<file path="src/mhl_pkg.sv">
//==============================================================================
//==============================================================================
package mhl_pkg;

    localparam int          CH_NUM      = 4;
    localparam logic [23:0] OFFSET_MAX  = 24'h98_967F;
    localparam logic [13:0] JOG_MAX     = 14'h270F;
    localparam logic [7:0]  ASCII_ZERO  = 8'h30;
    localparam logic [7:0]  ASCII_A     = 8'h41;
    localparam logic [47:0] TXT_NO_HOME = 48'h4E4F_2048_2E50;
    localparam logic [23:0] OFFSET_RST  = 24'h00_0000;
    localparam logic [13:0] JOG_RST     = 14'h0000;
    localparam logic [3:0]  DIGITS_JOG  = 4'h4;

    // Decoded command codes from the link parser
    typedef enum logic [3:0] {
        OP_HOME_CONFIG_SET    = 4'b0000,
        OP_HOME_CONFIG_QUERY  = 4'b0001,
        OP_HOME_VALUE_FORCE   = 4'b0010,
        OP_HOME_VALUE_QUERY   = 4'b0011,
        OP_HOME_OFFSET_SET    = 4'b0100,
        OP_HOME_OFFSET_QUERY  = 4'b0101,
        OP_HOME_SEARCH_GO     = 4'b0110,
        OP_PRESET_SET         = 4'b0111,
        OP_PRESET_QUERY       = 4'b1000,
        OP_JOG_COUNT_SET      = 4'b1001,
        OP_JOG_COUNT_QUERY    = 4'b1010,
        OP_LIMIT_ENABLE_SET   = 4'b1011,
        OP_LIMIT_ENABLE_QUERY = 4'b1100,
        OP_LIMIT_STATE_QUERY  = 4'b1101
    } mhl_op_t;

endpackage

</file>
<file path="src/mhl_param_cmd.sv">
`timescale 1ns/1ps
module mhl_param_cmd
    import mhl_pkg::*;
(
    input  wire logic               i_mclk,
    input  wire logic               i_srst,
    input  wire logic               i_ce,
    input  wire logic               i_remote,
    input  wire logic               i_cmd_valid,
    input  wire logic [3:0]         i_cmd_op,
    input  wire logic [3:0]         i_cmd_chan,
    input  wire logic [31:0]        i_cmd_digits,
    input  wire logic [31:0]        i_cmd_value,
    input  wire logic [3:0]         i_step_pulse,
    input  wire logic [3:0]         i_home_sw,
    input  wire logic [3:0]         i_cw_sw,
    input  wire logic [3:0]         i_ccw_sw,
    input  wire logic [3:0]         i_soft_cw,
    input  wire logic [3:0]         i_soft_ccw,
    input  wire logic [3:0][31:0]   i_cur_pos,
    input  wire logic [1:0]         i_local_chan,
    input  wire logic               i_scan_mode,
    input  wire logic               i_preset_btn,
    input  wire logic               i_jog_req,
    input  wire logic               i_jog_ccw,
    output logic                    o_rsp_valid,
    output logic                    o_rsp_ok,
    output logic [3:0]              o_rsp_op,
    output logic                    o_rsp_is_text,
    output logic [63:0]             o_rsp_text,
    output logic [3:0]              o_rsp_len,
    output logic [31:0]             o_rsp_value,
    output logic [3:0]              o_rsp_digits,
    output logic [3:0]              o_home_found,
    output logic [3:0]              o_detect_ccw,
    output logic [3:0]              o_start_ccw,
    output logic [3:0]              o_soft_lim_en,
    output logic [3:0]              o_ls_en,
    output logic                    o_search_go,
    output logic [1:0]              o_search_chan,
    output logic [23:0]             o_search_offset,
    output logic [3:0]              o_search_busy,
    output logic                    o_search_fail,
    output logic [1:0]              o_search_fail_chan,
    output logic [31:0]             o_preset_disp,
    output logic                    o_load_pos,
    output logic [1:0]              o_load_chan,
    output logic [31:0]             o_load_value,
    output logic                    o_jog_go,
    output logic [1:0]              o_jog_chan,
    output logic                    o_jog_dir_ccw,
    output logic [13:0]             o_jog_steps
);

    //==========================================================================
    // Helpers
    //==========================================================================
    // A field digit is legal only as 0 or 1
    function automatic logic is_bit(input logic [3:0] nib);
        return nib <= 4'h1;
    endfunction

    function automatic logic [7:0] hex_char(input logic [3:0] nib);
        return (nib < 4'hA) ? ASCII_ZERO + {4'h0, nib} : ASCII_A + {4'h0, nib} - 8'h0A;
    endfunction

    //==========================================================================
    // Stored parameters
    //==========================================================================
    logic [3:0]         found_ff;
    logic [3:0]         det_ccw_ff;
    logic [3:0]         start_ccw_ff;
    logic [3:0]         dig_en_ff;
    logic [3:0]         ls_en_ff;
    logic [3:0]         busy_ff;
    logic [31:0]        home_val_ff  [CH_NUM];
    logic [23:0]        offset_ff    [CH_NUM];
    logic [31:0]        preset_ff    [CH_NUM];
    logic [13:0]        jog_ff       [CH_NUM];
    logic [24:0]        srch_cnt_ff  [CH_NUM];

    //==========================================================================
    // Command decode
    //==========================================================================
    mhl_op_t            op;
    logic [1:0]         ch;
    logic               chan_ok;
    logic               is_set;
    logic               fields_ok;
    logic               do_set;
    logic               do_query;
    logic [3:0]         d0, d1, d2, d3, d4;
    logic [23:0]        offset_clamped;
    logic [3:0]         hit;
    logic [3:0]         miss;

    assign op      = mhl_op_t'(i_cmd_op);
    assign ch      = i_cmd_chan[1:0];
    assign chan_ok = i_cmd_chan < 4'h4 || op == OP_LIMIT_STATE_QUERY;
    assign d0      = i_cmd_digits[31:28];
    assign d1      = i_cmd_digits[27:24];
    assign d2      = i_cmd_digits[23:20];
    assign d3      = i_cmd_digits[19:16];
    assign d4      = i_cmd_digits[15:12];

    // Field checks per command; only set-type commands carry digits
    always_comb begin
        is_set    = 1'b0;
        fields_ok = 1'b1;
        case (op)
            OP_HOME_CONFIG_SET: begin
                is_set    = 1'b1;
                fields_ok = d0 == 4'h0 && is_bit(d1) && is_bit(d2) && is_bit(d3);
            end
            OP_LIMIT_ENABLE_SET: begin
                is_set    = 1'b1;
                fields_ok = is_bit(d0) && is_bit(d1) && d2 == d1 && d3 == d1;
            end
            OP_JOG_COUNT_SET: begin
                is_set    = 1'b1;
                fields_ok = i_cmd_value <= {18'h0_0000, JOG_MAX};
            end
            OP_HOME_VALUE_FORCE, OP_HOME_OFFSET_SET, OP_PRESET_SET, OP_HOME_SEARCH_GO: begin
                is_set = 1'b1;
            end
            OP_HOME_CONFIG_QUERY, OP_HOME_VALUE_QUERY, OP_HOME_OFFSET_QUERY, OP_PRESET_QUERY,
            OP_JOG_COUNT_QUERY, OP_LIMIT_ENABLE_QUERY, OP_LIMIT_STATE_QUERY: begin
                is_set = 1'b0;
            end
            default: begin
                fields_ok = 1'b0;
            end
        endcase
    end

    // Setting only in remote; queries in either mode
    assign do_set   = i_cmd_valid && is_set && i_remote && chan_ok && fields_ok;
    assign do_query = i_cmd_valid && !is_set && chan_ok && fields_ok;

    // Negative offsets clamp to zero, large ones to the top of range
    assign offset_clamped = i_cmd_value[31] ? OFFSET_RST :
                            (i_cmd_value > {8'h00, OFFSET_MAX}) ? OFFSET_MAX : i_cmd_value[23:0];

    // Search outcome per channel: switch seen, or twice the offset travelled without it
    always_comb begin
        for (int i = 0; i < CH_NUM; i++) begin
            hit[i]  = busy_ff[i] && i_home_sw[i];
            miss[i] = busy_ff[i] && !i_home_sw[i] && srch_cnt_ff[i] >= {offset_ff[i], 1'b0};
        end
    end

    //==========================================================================
    // Home configuration and found flags
    //==========================================================================
    // Search result is applied before the command, which ORs in the hit so a hit is never lost
    always_ff @(posedge i_mclk) begin
        if (i_srst) begin
            found_ff     <= 4'h0;
            det_ccw_ff   <= 4'h0;
            start_ccw_ff <= 4'h0;
        end else if (i_ce) begin
            if (do_set && op == OP_HOME_CONFIG_SET) begin
                det_ccw_ff[ch]   <= d2[0];
                start_ccw_ff[ch] <= d3[0];
            end
            found_ff <= found_ff & ~miss | hit;
            // Command overrides the search outcome on its own channel; a hit still sets
            if (do_set && (op == OP_HOME_CONFIG_SET || op == OP_HOME_VALUE_FORCE)) begin
                found_ff[ch] <= (op == OP_HOME_VALUE_FORCE) | d1[0] | hit[ch];
            end
        end
    end

    //==========================================================================
    // Home value, offset, search counter
    //==========================================================================
    always_ff @(posedge i_mclk) begin
        if (i_srst) begin
            busy_ff <= 4'h0;
            for (int i = 0; i < CH_NUM; i++) begin
                home_val_ff[i] <= 32'h0000_0000;
                offset_ff[i]   <= OFFSET_RST;
                srch_cnt_ff[i] <= 25'h000_0000;
            end
        end else if (i_ce) begin
            for (int i = 0; i < CH_NUM; i++) begin
                if (hit[i]) begin
                    home_val_ff[i] <= i_cur_pos[i];
                    busy_ff[i]     <= 1'b0;
                end else if (miss[i]) begin
                    home_val_ff[i] <= 32'h0000_0000;
                    busy_ff[i]     <= 1'b0;
                end else if (busy_ff[i] && i_step_pulse[i]) begin
                    srch_cnt_ff[i] <= srch_cnt_ff[i] + 25'h000_0001;
                end
            end
            if (do_set && op == OP_HOME_VALUE_FORCE) begin
                home_val_ff[ch] <= i_cmd_value;
            end
            if (do_set && op == OP_HOME_OFFSET_SET) begin
                offset_ff[ch] <= offset_clamped;
            end
            // A new search restarts the travel count from zero when the command is taken
            if (do_set && op == OP_HOME_SEARCH_GO) begin
                busy_ff[ch]     <= 1'b1;
                srch_cnt_ff[ch] <= 25'h000_0000;
            end
        end
    end

    //==========================================================================
    // Preset, jog count, limit enables
    //==========================================================================
    always_ff @(posedge i_mclk) begin
        if (i_srst) begin
            dig_en_ff <= 4'h0;
            ls_en_ff  <= 4'h0;
            for (int i = 0; i < CH_NUM; i++) begin
                preset_ff[i] <= 32'h0000_0000;
                jog_ff[i]    <= JOG_RST;
            end
        end else if (i_ce && do_set) begin
            case (op)
                OP_PRESET_SET:       preset_ff[ch] <= i_cmd_value;
                OP_JOG_COUNT_SET:    jog_ff[ch]    <= i_cmd_value[13:0];
                OP_LIMIT_ENABLE_SET: begin
                    dig_en_ff[ch] <= d0[0];
                    ls_en_ff[ch]  <= d1[0];
                end
                default:             ;
            endcase
        end
    end

    //==========================================================================
    // Search and local-mode motion requests
    //==========================================================================
    // Preset and jog are front-panel features; remote motion ignores them
    always_ff @(posedge i_mclk) begin
        if (i_srst) begin
            o_search_go        <= 1'b0;
            o_search_chan      <= 2'b00;
            o_search_offset    <= OFFSET_RST;
            o_search_fail      <= 1'b0;
            o_search_fail_chan <= 2'b00;
            o_preset_disp      <= 32'h0000_0000;
            o_load_pos         <= 1'b0;
            o_load_chan        <= 2'b00;
            o_load_value       <= 32'h0000_0000;
            o_jog_go           <= 1'b0;
            o_jog_chan         <= 2'b00;
            o_jog_dir_ccw      <= 1'b0;
            o_jog_steps        <= JOG_RST;
        end else if (i_ce) begin
            o_search_go     <= do_set && op == OP_HOME_SEARCH_GO;
            o_search_chan   <= ch;
            o_search_offset <= offset_ff[ch];
            o_search_fail   <= |miss;
            for (int i = CH_NUM - 1; i >= 0; i--) begin
                if (miss[i]) begin
                    o_search_fail_chan <= 2'(i);
                end
            end
            o_preset_disp <= (!i_remote && i_scan_mode) ? preset_ff[i_local_chan] : 32'h0000_0000;
            o_load_pos    <= !i_remote && i_scan_mode && i_preset_btn;
            o_load_chan   <= i_local_chan;
            o_load_value  <= preset_ff[i_local_chan];
            o_jog_go      <= !i_remote && i_jog_req;
            o_jog_chan    <= i_local_chan;
            o_jog_dir_ccw <= i_jog_ccw;
            o_jog_steps   <= jog_ff[i_local_chan];
        end
    end

    //==========================================================================
    // Replies
    //==========================================================================
    logic [3:0] lim_state [CH_NUM];

    // Home bit is the bare switch; only cw and ccw take software limits
    always_comb begin
        for (int i = 0; i < CH_NUM; i++) begin
            lim_state[i] = {1'b0, i_home_sw[i],
                            (i_ccw_sw[i] & ls_en_ff[i]) | (i_soft_ccw[i] & dig_en_ff[i]),
                            (i_cw_sw[i] & ls_en_ff[i]) | (i_soft_cw[i] & dig_en_ff[i])};
        end
    end

    always_ff @(posedge i_mclk) begin
        if (i_srst) begin
            o_rsp_valid   <= 1'b0;
            o_rsp_ok      <= 1'b0;
            o_rsp_op      <= 4'h0;
            o_rsp_is_text <= 1'b0;
            o_rsp_text    <= 64'h0000_0000_0000_0000;
            o_rsp_len     <= 4'h0;
            o_rsp_value   <= 32'h0000_0000;
            o_rsp_digits  <= 4'h0;
        end else if (i_ce) begin
            o_rsp_valid   <= i_cmd_valid;
            o_rsp_ok      <= do_set || do_query;
            o_rsp_op      <= i_cmd_op;
            o_rsp_is_text <= 1'b0;
            o_rsp_text    <= 64'h0000_0000_0000_0000;
            o_rsp_len     <= 4'h0;
            o_rsp_value   <= 32'h0000_0000;
            o_rsp_digits  <= 4'h0;
            if (do_query) begin
                case (op)
                    OP_HOME_CONFIG_QUERY: begin
                        o_rsp_is_text <= 1'b1;
                        o_rsp_len     <= 4'h4;
                        o_rsp_text    <= {ASCII_ZERO, hex_char({3'b000, found_ff[ch]}),
                                          hex_char({3'b000, det_ccw_ff[ch]}),
                                          hex_char({3'b000, start_ccw_ff[ch]}), 32'h0000_0000};
                    end
                    OP_HOME_VALUE_QUERY: begin
                        if (found_ff[ch]) begin
                            o_rsp_value <= home_val_ff[ch];
                        end else begin
                            o_rsp_is_text <= 1'b1;
                            o_rsp_len     <= 4'h6;
                            o_rsp_text    <= {TXT_NO_HOME, 16'h0000};
                        end
                    end
                    OP_HOME_OFFSET_QUERY: o_rsp_value <= {8'h00, offset_ff[ch]};
                    OP_PRESET_QUERY:      o_rsp_value <= preset_ff[ch];
                    OP_JOG_COUNT_QUERY: begin
                        o_rsp_value  <= {18'h0_0000, jog_ff[ch]};
                        o_rsp_digits <= DIGITS_JOG;
                    end
                    OP_LIMIT_ENABLE_QUERY: begin
                        o_rsp_is_text <= 1'b1;
                        o_rsp_len     <= 4'h8;
                        o_rsp_text    <= {hex_char({3'b000, dig_en_ff[ch]}), {3{hex_char({3'b000, ls_en_ff[ch]})}},
                                          ASCII_ZERO, {3{hex_char({3'b000, ls_en_ff[ch]})}}};
                    end
                    OP_LIMIT_STATE_QUERY: begin
                        o_rsp_is_text <= 1'b1;
                        o_rsp_len     <= 4'h8;
                        o_rsp_text    <= {hex_char(4'h0), hex_char(4'h1), hex_char(4'h2), hex_char(4'h3),
                                          hex_char(lim_state[0]), hex_char(lim_state[1]),
                                          hex_char(lim_state[2]), hex_char(lim_state[3])};
                    end
                    default: ;
                endcase
            end
        end
    end

    assign o_home_found  = found_ff;
    assign o_detect_ccw  = det_ccw_ff;
    assign o_start_ccw   = start_ccw_ff;
    assign o_soft_lim_en = dig_en_ff;
    assign o_ls_en       = ls_en_ff;
    assign o_search_busy = busy_ff;

    //==========================================================================
    // Checks
    //==========================================================================
    property p_set_local_refused;
        @(posedge i_mclk) disable iff (i_srst || !i_ce)
        i_cmd_valid && is_set && !i_remote |=> o_rsp_valid && !o_rsp_ok;
    endproperty
    a_set_local_refused: assert property (p_set_local_refused) else $error("set accepted in local");

    property p_bad_chan_stable;
        @(posedge i_mclk) disable iff (i_srst || !i_ce)
        i_cmd_valid && i_cmd_chan >= 4'h4 && op != OP_LIMIT_STATE_QUERY && busy_ff == 4'h0
            |=> $stable(found_ff) && $stable(ls_en_ff) && $stable(dig_en_ff) && !o_rsp_ok;
    endproperty
    a_bad_chan_stable: assert property (p_bad_chan_stable) else $error("bad channel changed state");

    property p_offset_range;
        @(posedge i_mclk) disable iff (i_srst)
        offset_ff[0] <= OFFSET_MAX && offset_ff[3] <= OFFSET_MAX;
    endproperty
    a_offset_range: assert property (p_offset_range) else $error("offset above range");

    property p_force_sets_found;
        @(posedge i_mclk) disable iff (i_srst || !i_ce)
        do_set && op == OP_HOME_VALUE_FORCE |=> found_ff[$past(ch)] && home_val_ff[$past(ch)] == $past(i_cmd_value);
    endproperty
    a_force_sets_found: assert property (p_force_sets_found) else $error("forced home not stored");

    property p_fail_erases;
        @(posedge i_mclk) disable iff (i_srst || !i_ce)
        o_search_fail && !$past(do_set)
            |-> !found_ff[o_search_fail_chan] && home_val_ff[o_search_fail_chan] == 32'h0000_0000;
    endproperty
    a_fail_erases: assert property (p_fail_erases) else $error("failed search kept home");

    property p_jog_local_only;
        @(posedge i_mclk) disable iff (i_srst || !i_ce)
        i_remote |=> !o_jog_go && !o_load_pos;
    endproperty
    a_jog_local_only: assert property (p_jog_local_only) else $error("jog or preset in remote");

    property p_limit_home_bit;
        @(posedge i_mclk) disable iff (i_srst || !i_ce)
        do_query && op == OP_LIMIT_STATE_QUERY && !i_home_sw[3]
            |=> o_rsp_text[2] == 1'b0 && o_rsp_text[7:3] == 5'b00110;
    endproperty
    a_limit_home_bit: assert property (p_limit_home_bit) else $error("home limit bit not physical");

    property p_ls_mixed_refused;
        @(posedge i_mclk) disable iff (i_srst || !i_ce)
        i_cmd_valid && op == OP_LIMIT_ENABLE_SET && (d2 != d1 || d3 != d1)
            |=> !o_rsp_ok && $stable(ls_en_ff);
    endproperty
    a_ls_mixed_refused: assert property (p_ls_mixed_refused) else $error("mixed limit enables taken");

    property p_config_reply;
        @(posedge i_mclk) disable iff (i_srst || !i_ce)
        do_query && op == OP_HOME_CONFIG_QUERY |=> o_rsp_text[63:56] == ASCII_ZERO && o_rsp_len == 4'h4;
    endproperty
    a_config_reply: assert property (p_config_reply) else $error("config reply malformed");

endmodule // mhl_param_cmd

</file>
<file path="config.mk">
export PLATFORM = sky130hd
export DESIGN_NAME = mhl_param_cmd
export DESIGN_NICKNAME = d
export VERILOG_FILES = /design/src/mhl_pkg.sv /design/src/mhl_param_cmd.sv
export SDC_FILE = /design/constraint.sdc
export NUM_CORES = 2
export LEC_CHECK = 0
export BUFFER_PORTS_ARGS = -buffer_cell sky130_fd_sc_hd__buf_2
export CAP_MARGIN = 25
export CORE_MARGIN = 2
export CORE_UTILIZATION = 41
export DETAILED_ROUTE_END_ITERATION = 8
export GPL_ROUTABILITY_DRIVEN = 1
export PLACE_DENSITY = 0.65
export SYNTH_ARGS = -nofsm -noshare
export SYNTH_HDL_FRONTEND = slang
export SYNTH_SLANG_ARGS = --single-unit
</file>
<file path="constraint.sdc">
create_clock -name i_mclk -period 7.3 [get_ports i_mclk]
set_input_delay 1.095 -clock i_mclk [delete_from_list [all_inputs] [get_ports i_mclk]]
set_output_delay 1.095 -clock i_mclk [all_outputs]
set_load 0.05 [all_outputs]
</file>
# Yosys cells after proc, flatten, opt, wreduce, memory -nomap -nowiden
# Memories as Yosys holds them, arrays and structs flattened. A register that Yosys moved wholly into a read port is not among the register bits.
# Cells that the tools add are included.
# word_totals
regBits	234
output_inout_bits	250
ramBits	508
memories	5
in_bits	235
wordCells	354
# mem_list
memory	words	width	read_ports	rd_ports_with_merged_regs	write_ports	line	text
home_val_ff	4	32	1	0	5	mhl_param_cmd.sv:76	logic [31:0] home_val_ff [CH_NUM];
preset_ff	4	32	2	0	4	mhl_param_cmd.sv:78	logic [31:0] preset_ff [CH_NUM];
srch_cnt_ff	4	25	4	0	5	mhl_param_cmd.sv:80	logic [24:0] srch_cnt_ff [CH_NUM];
offset_ff	4	24	5	0	4	mhl_param_cmd.sv:77	logic [23:0] offset_ff [CH_NUM];
jog_ff	4	14	2	1	4	mhl_param_cmd.sv:79	logic [13:0] jog_ff [CH_NUM];
# classes
eq_ne	15
bitwise	42
order_cmp	17
reduce_logical	62
addsub	21
n_mux	167
# ops
cell	n
2-to-1 mux 32 bit	12
one-hot mux 63 bit (4 select lines)	1
one-hot mux 32 bit (4 select lines)	1
2-to-1 mux 63 bit	2
2-to-1 mux 1 bit	111
adder 25 x 1 -> 25 bit, second input constant	4
greater-or-equal comparator 25 bit	4
2-to-1 mux 25 bit	4
2-to-1 mux 24 bit	3
logical AND 1 bit	39
adder 6 x 1 -> 7 bit, first input constant	5
adder 7 x 3 -> 8 bit, first input constant	4
greater-than comparator 32 x 24 -> 1 bit, second input constant	1
<= comparator 32 x 14 -> 1 bit, second input constant	1
2-to-1 mux 8 bit	4
OR reduction 32 bit	1
subtractor 8 x 4 -> 8 bit, second input constant	4
adder 6 x 3 -> 7 bit, first input constant	4
== test 4 bit, second input constant	6
OR reduction 24 bit	1
bitwise OR 1 bit	22
bitwise mux 4 bit	5
bitwise AND 1 bit	16
== test 4 x 3 -> 1 bit, second input constant	4
31 further kinds	65

# Longest topological paths before layout
# depth
ltp_word	14
ltp_mapped	11
mapped_depth_nobuf	9

# Worst setup path before layout
# OpenSTA, ideal clock, no wires.
# synth_path
path_type	input to register
startpoint	in i_cmd_value[31]
endpoint	mem preset_ff[1][0], enable pin
path_stages	7
setup_ns	0.466
t_arrival_ns	4.940
path_buffers	1
setup_slack_ns	1.894
required_time_ns	6.834
path_cell_list	buf_2 > or4_4 > nor3_4 > nor4b_4 > a211o_4 > nand4_4 > o21ai_0
# synth_rtl
element	line	text
start: declaration	mhl_param_cmd.sv:13	input wire logic [31:0] i_cmd_value,
end: declaration	mhl_param_cmd.sv:78	

==> flow_summary.yaml <==
clock_network:
  insertion_delay_ps: 650
  cts_root_buffer: "clkbuf_16"
  cts.htree.levels: 3
  clkSinkCount: 710
  cts-hold-fix-buffers: 0
  path_clk_slew_ps: 60
  cts_resized: 0
  cts_tree: "built"
  cts_max_path_buffers: 3
  cts_setup_buffers: 0
  cts_made_buffers: 80
sta:
  report.final.slew_viol_count: 0
  finClkSkew_ps: 51.2
  slew_headroom_pct: 29.5
  final-hold-violation-count: 0
  tightest_slew_ps: 1060
  setup_viol: 0
  max_clock_freq_mhz: 217
  finalCritPeriodShare_pct: 63.1
  rsz0062_at_grt: "no"
  fin_crit_ps: 4610
  tns_ps: 0
  hold-worst-slack_ps: 442
global_route:
  globalRouteMet3Util_pct: 5.69
  overflow: 0
  grt_pass1_vias: 26900
  antenna_found_initial: 7
  grt_pass1_wl_mm: 180
  groute.layer.met1.usage_pct: 37.7
  grt_use_met2_pct: 41.3
  grt.total_usage_pct: 27.0
  grt_start_max_net_pins: 92
  busiest_layer: "met2"
die:
  io_pins: 485
  die_area_sq_um: 90400
  start_util_pct: 41.5
  die_w_um: 301
  rows: 108
  die_h_um: 301
  core-area_sq_um: 87000
drt:
  dr.pass1.iters: 5
  drt_iter0_markers: 3444
  ant_nets: 0
  viasPerCell: 5.81
  vias: 28700
  drc: 0
  post_drt_wl_per_cell_um: 25.2
  drt_wl_total_mm: 125
power_and_ir_drop:
  power-per-cell-area_nw_per_um2: 224
  power_leakage_uw: 0.0162
  ir_drop_uv: 180
  total_power_uw: 9340
layout:
  area_growth_pct: 15.6
  final_common_cell: "buf_2"
  layout-drive-gt1-share_pct: 22.1
  fillers: 7944
  final_cell_mix: "buf_2 (441), nand2_1 (440), edfxtp_1 (408), nor2_1 (353), dfxtp_1 (302)"
  final_nets: 4048
worst_setup_path:
  critPathKind: "in -> reg"
  critPathArrivalTime_ps: 4910
  end_kind: "flip-flop"
  start_kind: "input port"
  required_ps: 7600
  crit_fanout: 31
yosys:
  netlist_instances: 3391
  syn_area_sq_um: 36100
  avgSynthCellArea_sq_um: 10.6
  ys_seq_area_share_pct: 50.7
  synth-main-ff-cell: "edfxtp_1"
  async_reset_ff_share_pct: 0
  synth.distinct_cells: 82
  synth_edf_count: 408
  synth_top_area_share_pct: 34.0
  ys_warn_count: 0
  synth_area_leaders: "edfxtp_1 (34%), dfxtp_1 (17%), mux4_2 (9.6%), nand2_1 (4.6%), nor2_1 (3.7%)"
  synth_top_area_cell: "edfxtp_1"
  synth_seq_cells: 710
min_path:
  worst_hold_path_type: "reg -> reg"
placement:
  place_congestion: 0.909
  io_buffers: 446
  dp_hpwl_mm: 86.9
flow_run:
  maxCapViolCount: 0
run_status:
  outcome: "finished clean"
## power by group
part           internal, uW  total [uW]  leakage, uW  switching, uW
Clock                  2230        3940      0.00126           1710
Combinational           292         960      0.00848            667
Sequential             4370        4450      0.00644           82.7
## stage by stage
stage          setup WS [ps]  cells  instance area [sq um]  util [%]
6_report                2690   4934                  41700      47.9
4_1_cts                 2720   4932                  41700      47.9
2_1_floorplan           1890   3412                  36200         -
3_3_place_gp            2080   4783                  39100      45.0
3_5_place_dp            2070   4785                  39200      45.0
5_1_grt                 2570   4933                  41700      47.9
## Yosys cell counts (21+ instances only)
| library cell | number |
|---|---|
| nand2_1 | 440 |
| edfxtp_1 | 408 |
| nor2_1 | 359 |
| dfxtp_1 | 302 |
| o21ai_0 | 184 |
| and2_1 | 176 |
| clkbuf_1 | 159 |
| mux4_2 | 154 |
| inv_1 | 126 |
| ha_1 | 100 |
| a21oi_1 | 98 |
| mux2i_1 | 95 |
| xnor2_1 | 72 |
| nand3_1 | 71 |
| a22oi_1 | 67 |
| nor4_1 | 62 |
| buf_4 | 56 |
| nand4_1 | 56 |
| and3_1 | 43 |
| buf_2 | 42 |
| nor3_1 | 31 |
| buf_1 | 26 |
| o21ai_1 | 26 |
| a22o_1 | 21 |
## layout make-up
| class | count | area [sq um] | share of cell area (%) |
|---|---|---|---|
| diodes | 1 | 2.50 | 0.00600 |
| clock buffers | 114 | 2280 | 5.46 |
| clock inverters | 33 | 258 | 0.618 |
| inverters | 126 | 473 | 1.13 |
| multi-input cells | 2291 | 16200 | 38.9 |
| flip-flops and latches | 710 | 18300 | 43.9 |
| well taps | 1155 | 1450 | 3.46 |
| repair buffers | 504 | 2740 | 6.56 |
## flip-flops by register name, indices dropped and copies added, names as in the netlist, 4 cells and up
register         count
o_jog_steps         14
offset_ff           96
o_ls_en              4
o_preset_disp       32
o_detect_ccw         4
o_start_ccw          4
o_home_found         4
home_val_ff        128
srch_cnt_ff        100
o_search_offset     24
o_rsp_text          22
jog_ff              56
o_search_busy        4
o_rsp_op             4
o_load_value        32
o_soft_lim_en        4
o_rsp_value         32
preset_ff          128
## critical path, stage by stage
cell     delay, ps
buf_2          220
or4_4          600
nor3_4         320
nor4b_4        640
a211o_4        470
nand4_4        420
o21ai_4        710
buf_4          400
## kinds of logic after synthesis
kind of cell | count (synthesis) | share of synthesized area [%]
adder cells (fa/ha/maj) | 100 | 3.47
AO/OA/AOI/OAI | 504 | 8.67
multiplexers | 249 | 12.2
XOR/XNOR | 72 | 1.75
AND/OR/NAND/NOR | 1344 | 18.1
other | 1 | 0.0104
buffers and inverters | 411 | 5.03
flip-flops | 710 | 50.7
## routing by layer
| metal | wire length (um) | part of all wire (%) | vias up |
|---|---|---|---|
| li1 | - | - | 12800 |
| met1 | 51200 | 41 | 14000 |
| met2 | 55400 | 45 | 1570 |
| met3 | 13100 | 10 | 222 |
| met4 | 4840 | 3.9 | 2 |
| met5 | 13 | 0.010 | - |
## final timing paths
kind                                      start                        endpoint  slack, ps  depth (start not counted)
hold / removal     o_rsp_value[13]$_SDFFE_PP0P_    o_rsp_value[13]$_SDFFE_PP0P_        440                          2
setup / recovery                i_cmd_value[31]  preset_ff[2][17]$_SDFFCE_PN0P_       2690                          8
setup reg to reg  offset_ff[1][3]$_SDFFCE_PN0P_     home_val_ff[1][3]$_DFFE_PP_       3640                         10
hold reg to reg    o_rsp_value[13]$_SDFFE_PP0P_    o_rsp_value[13]$_SDFFE_PP0P_        440                          2
Note: power is estimated with default switching activity, not from simulation.
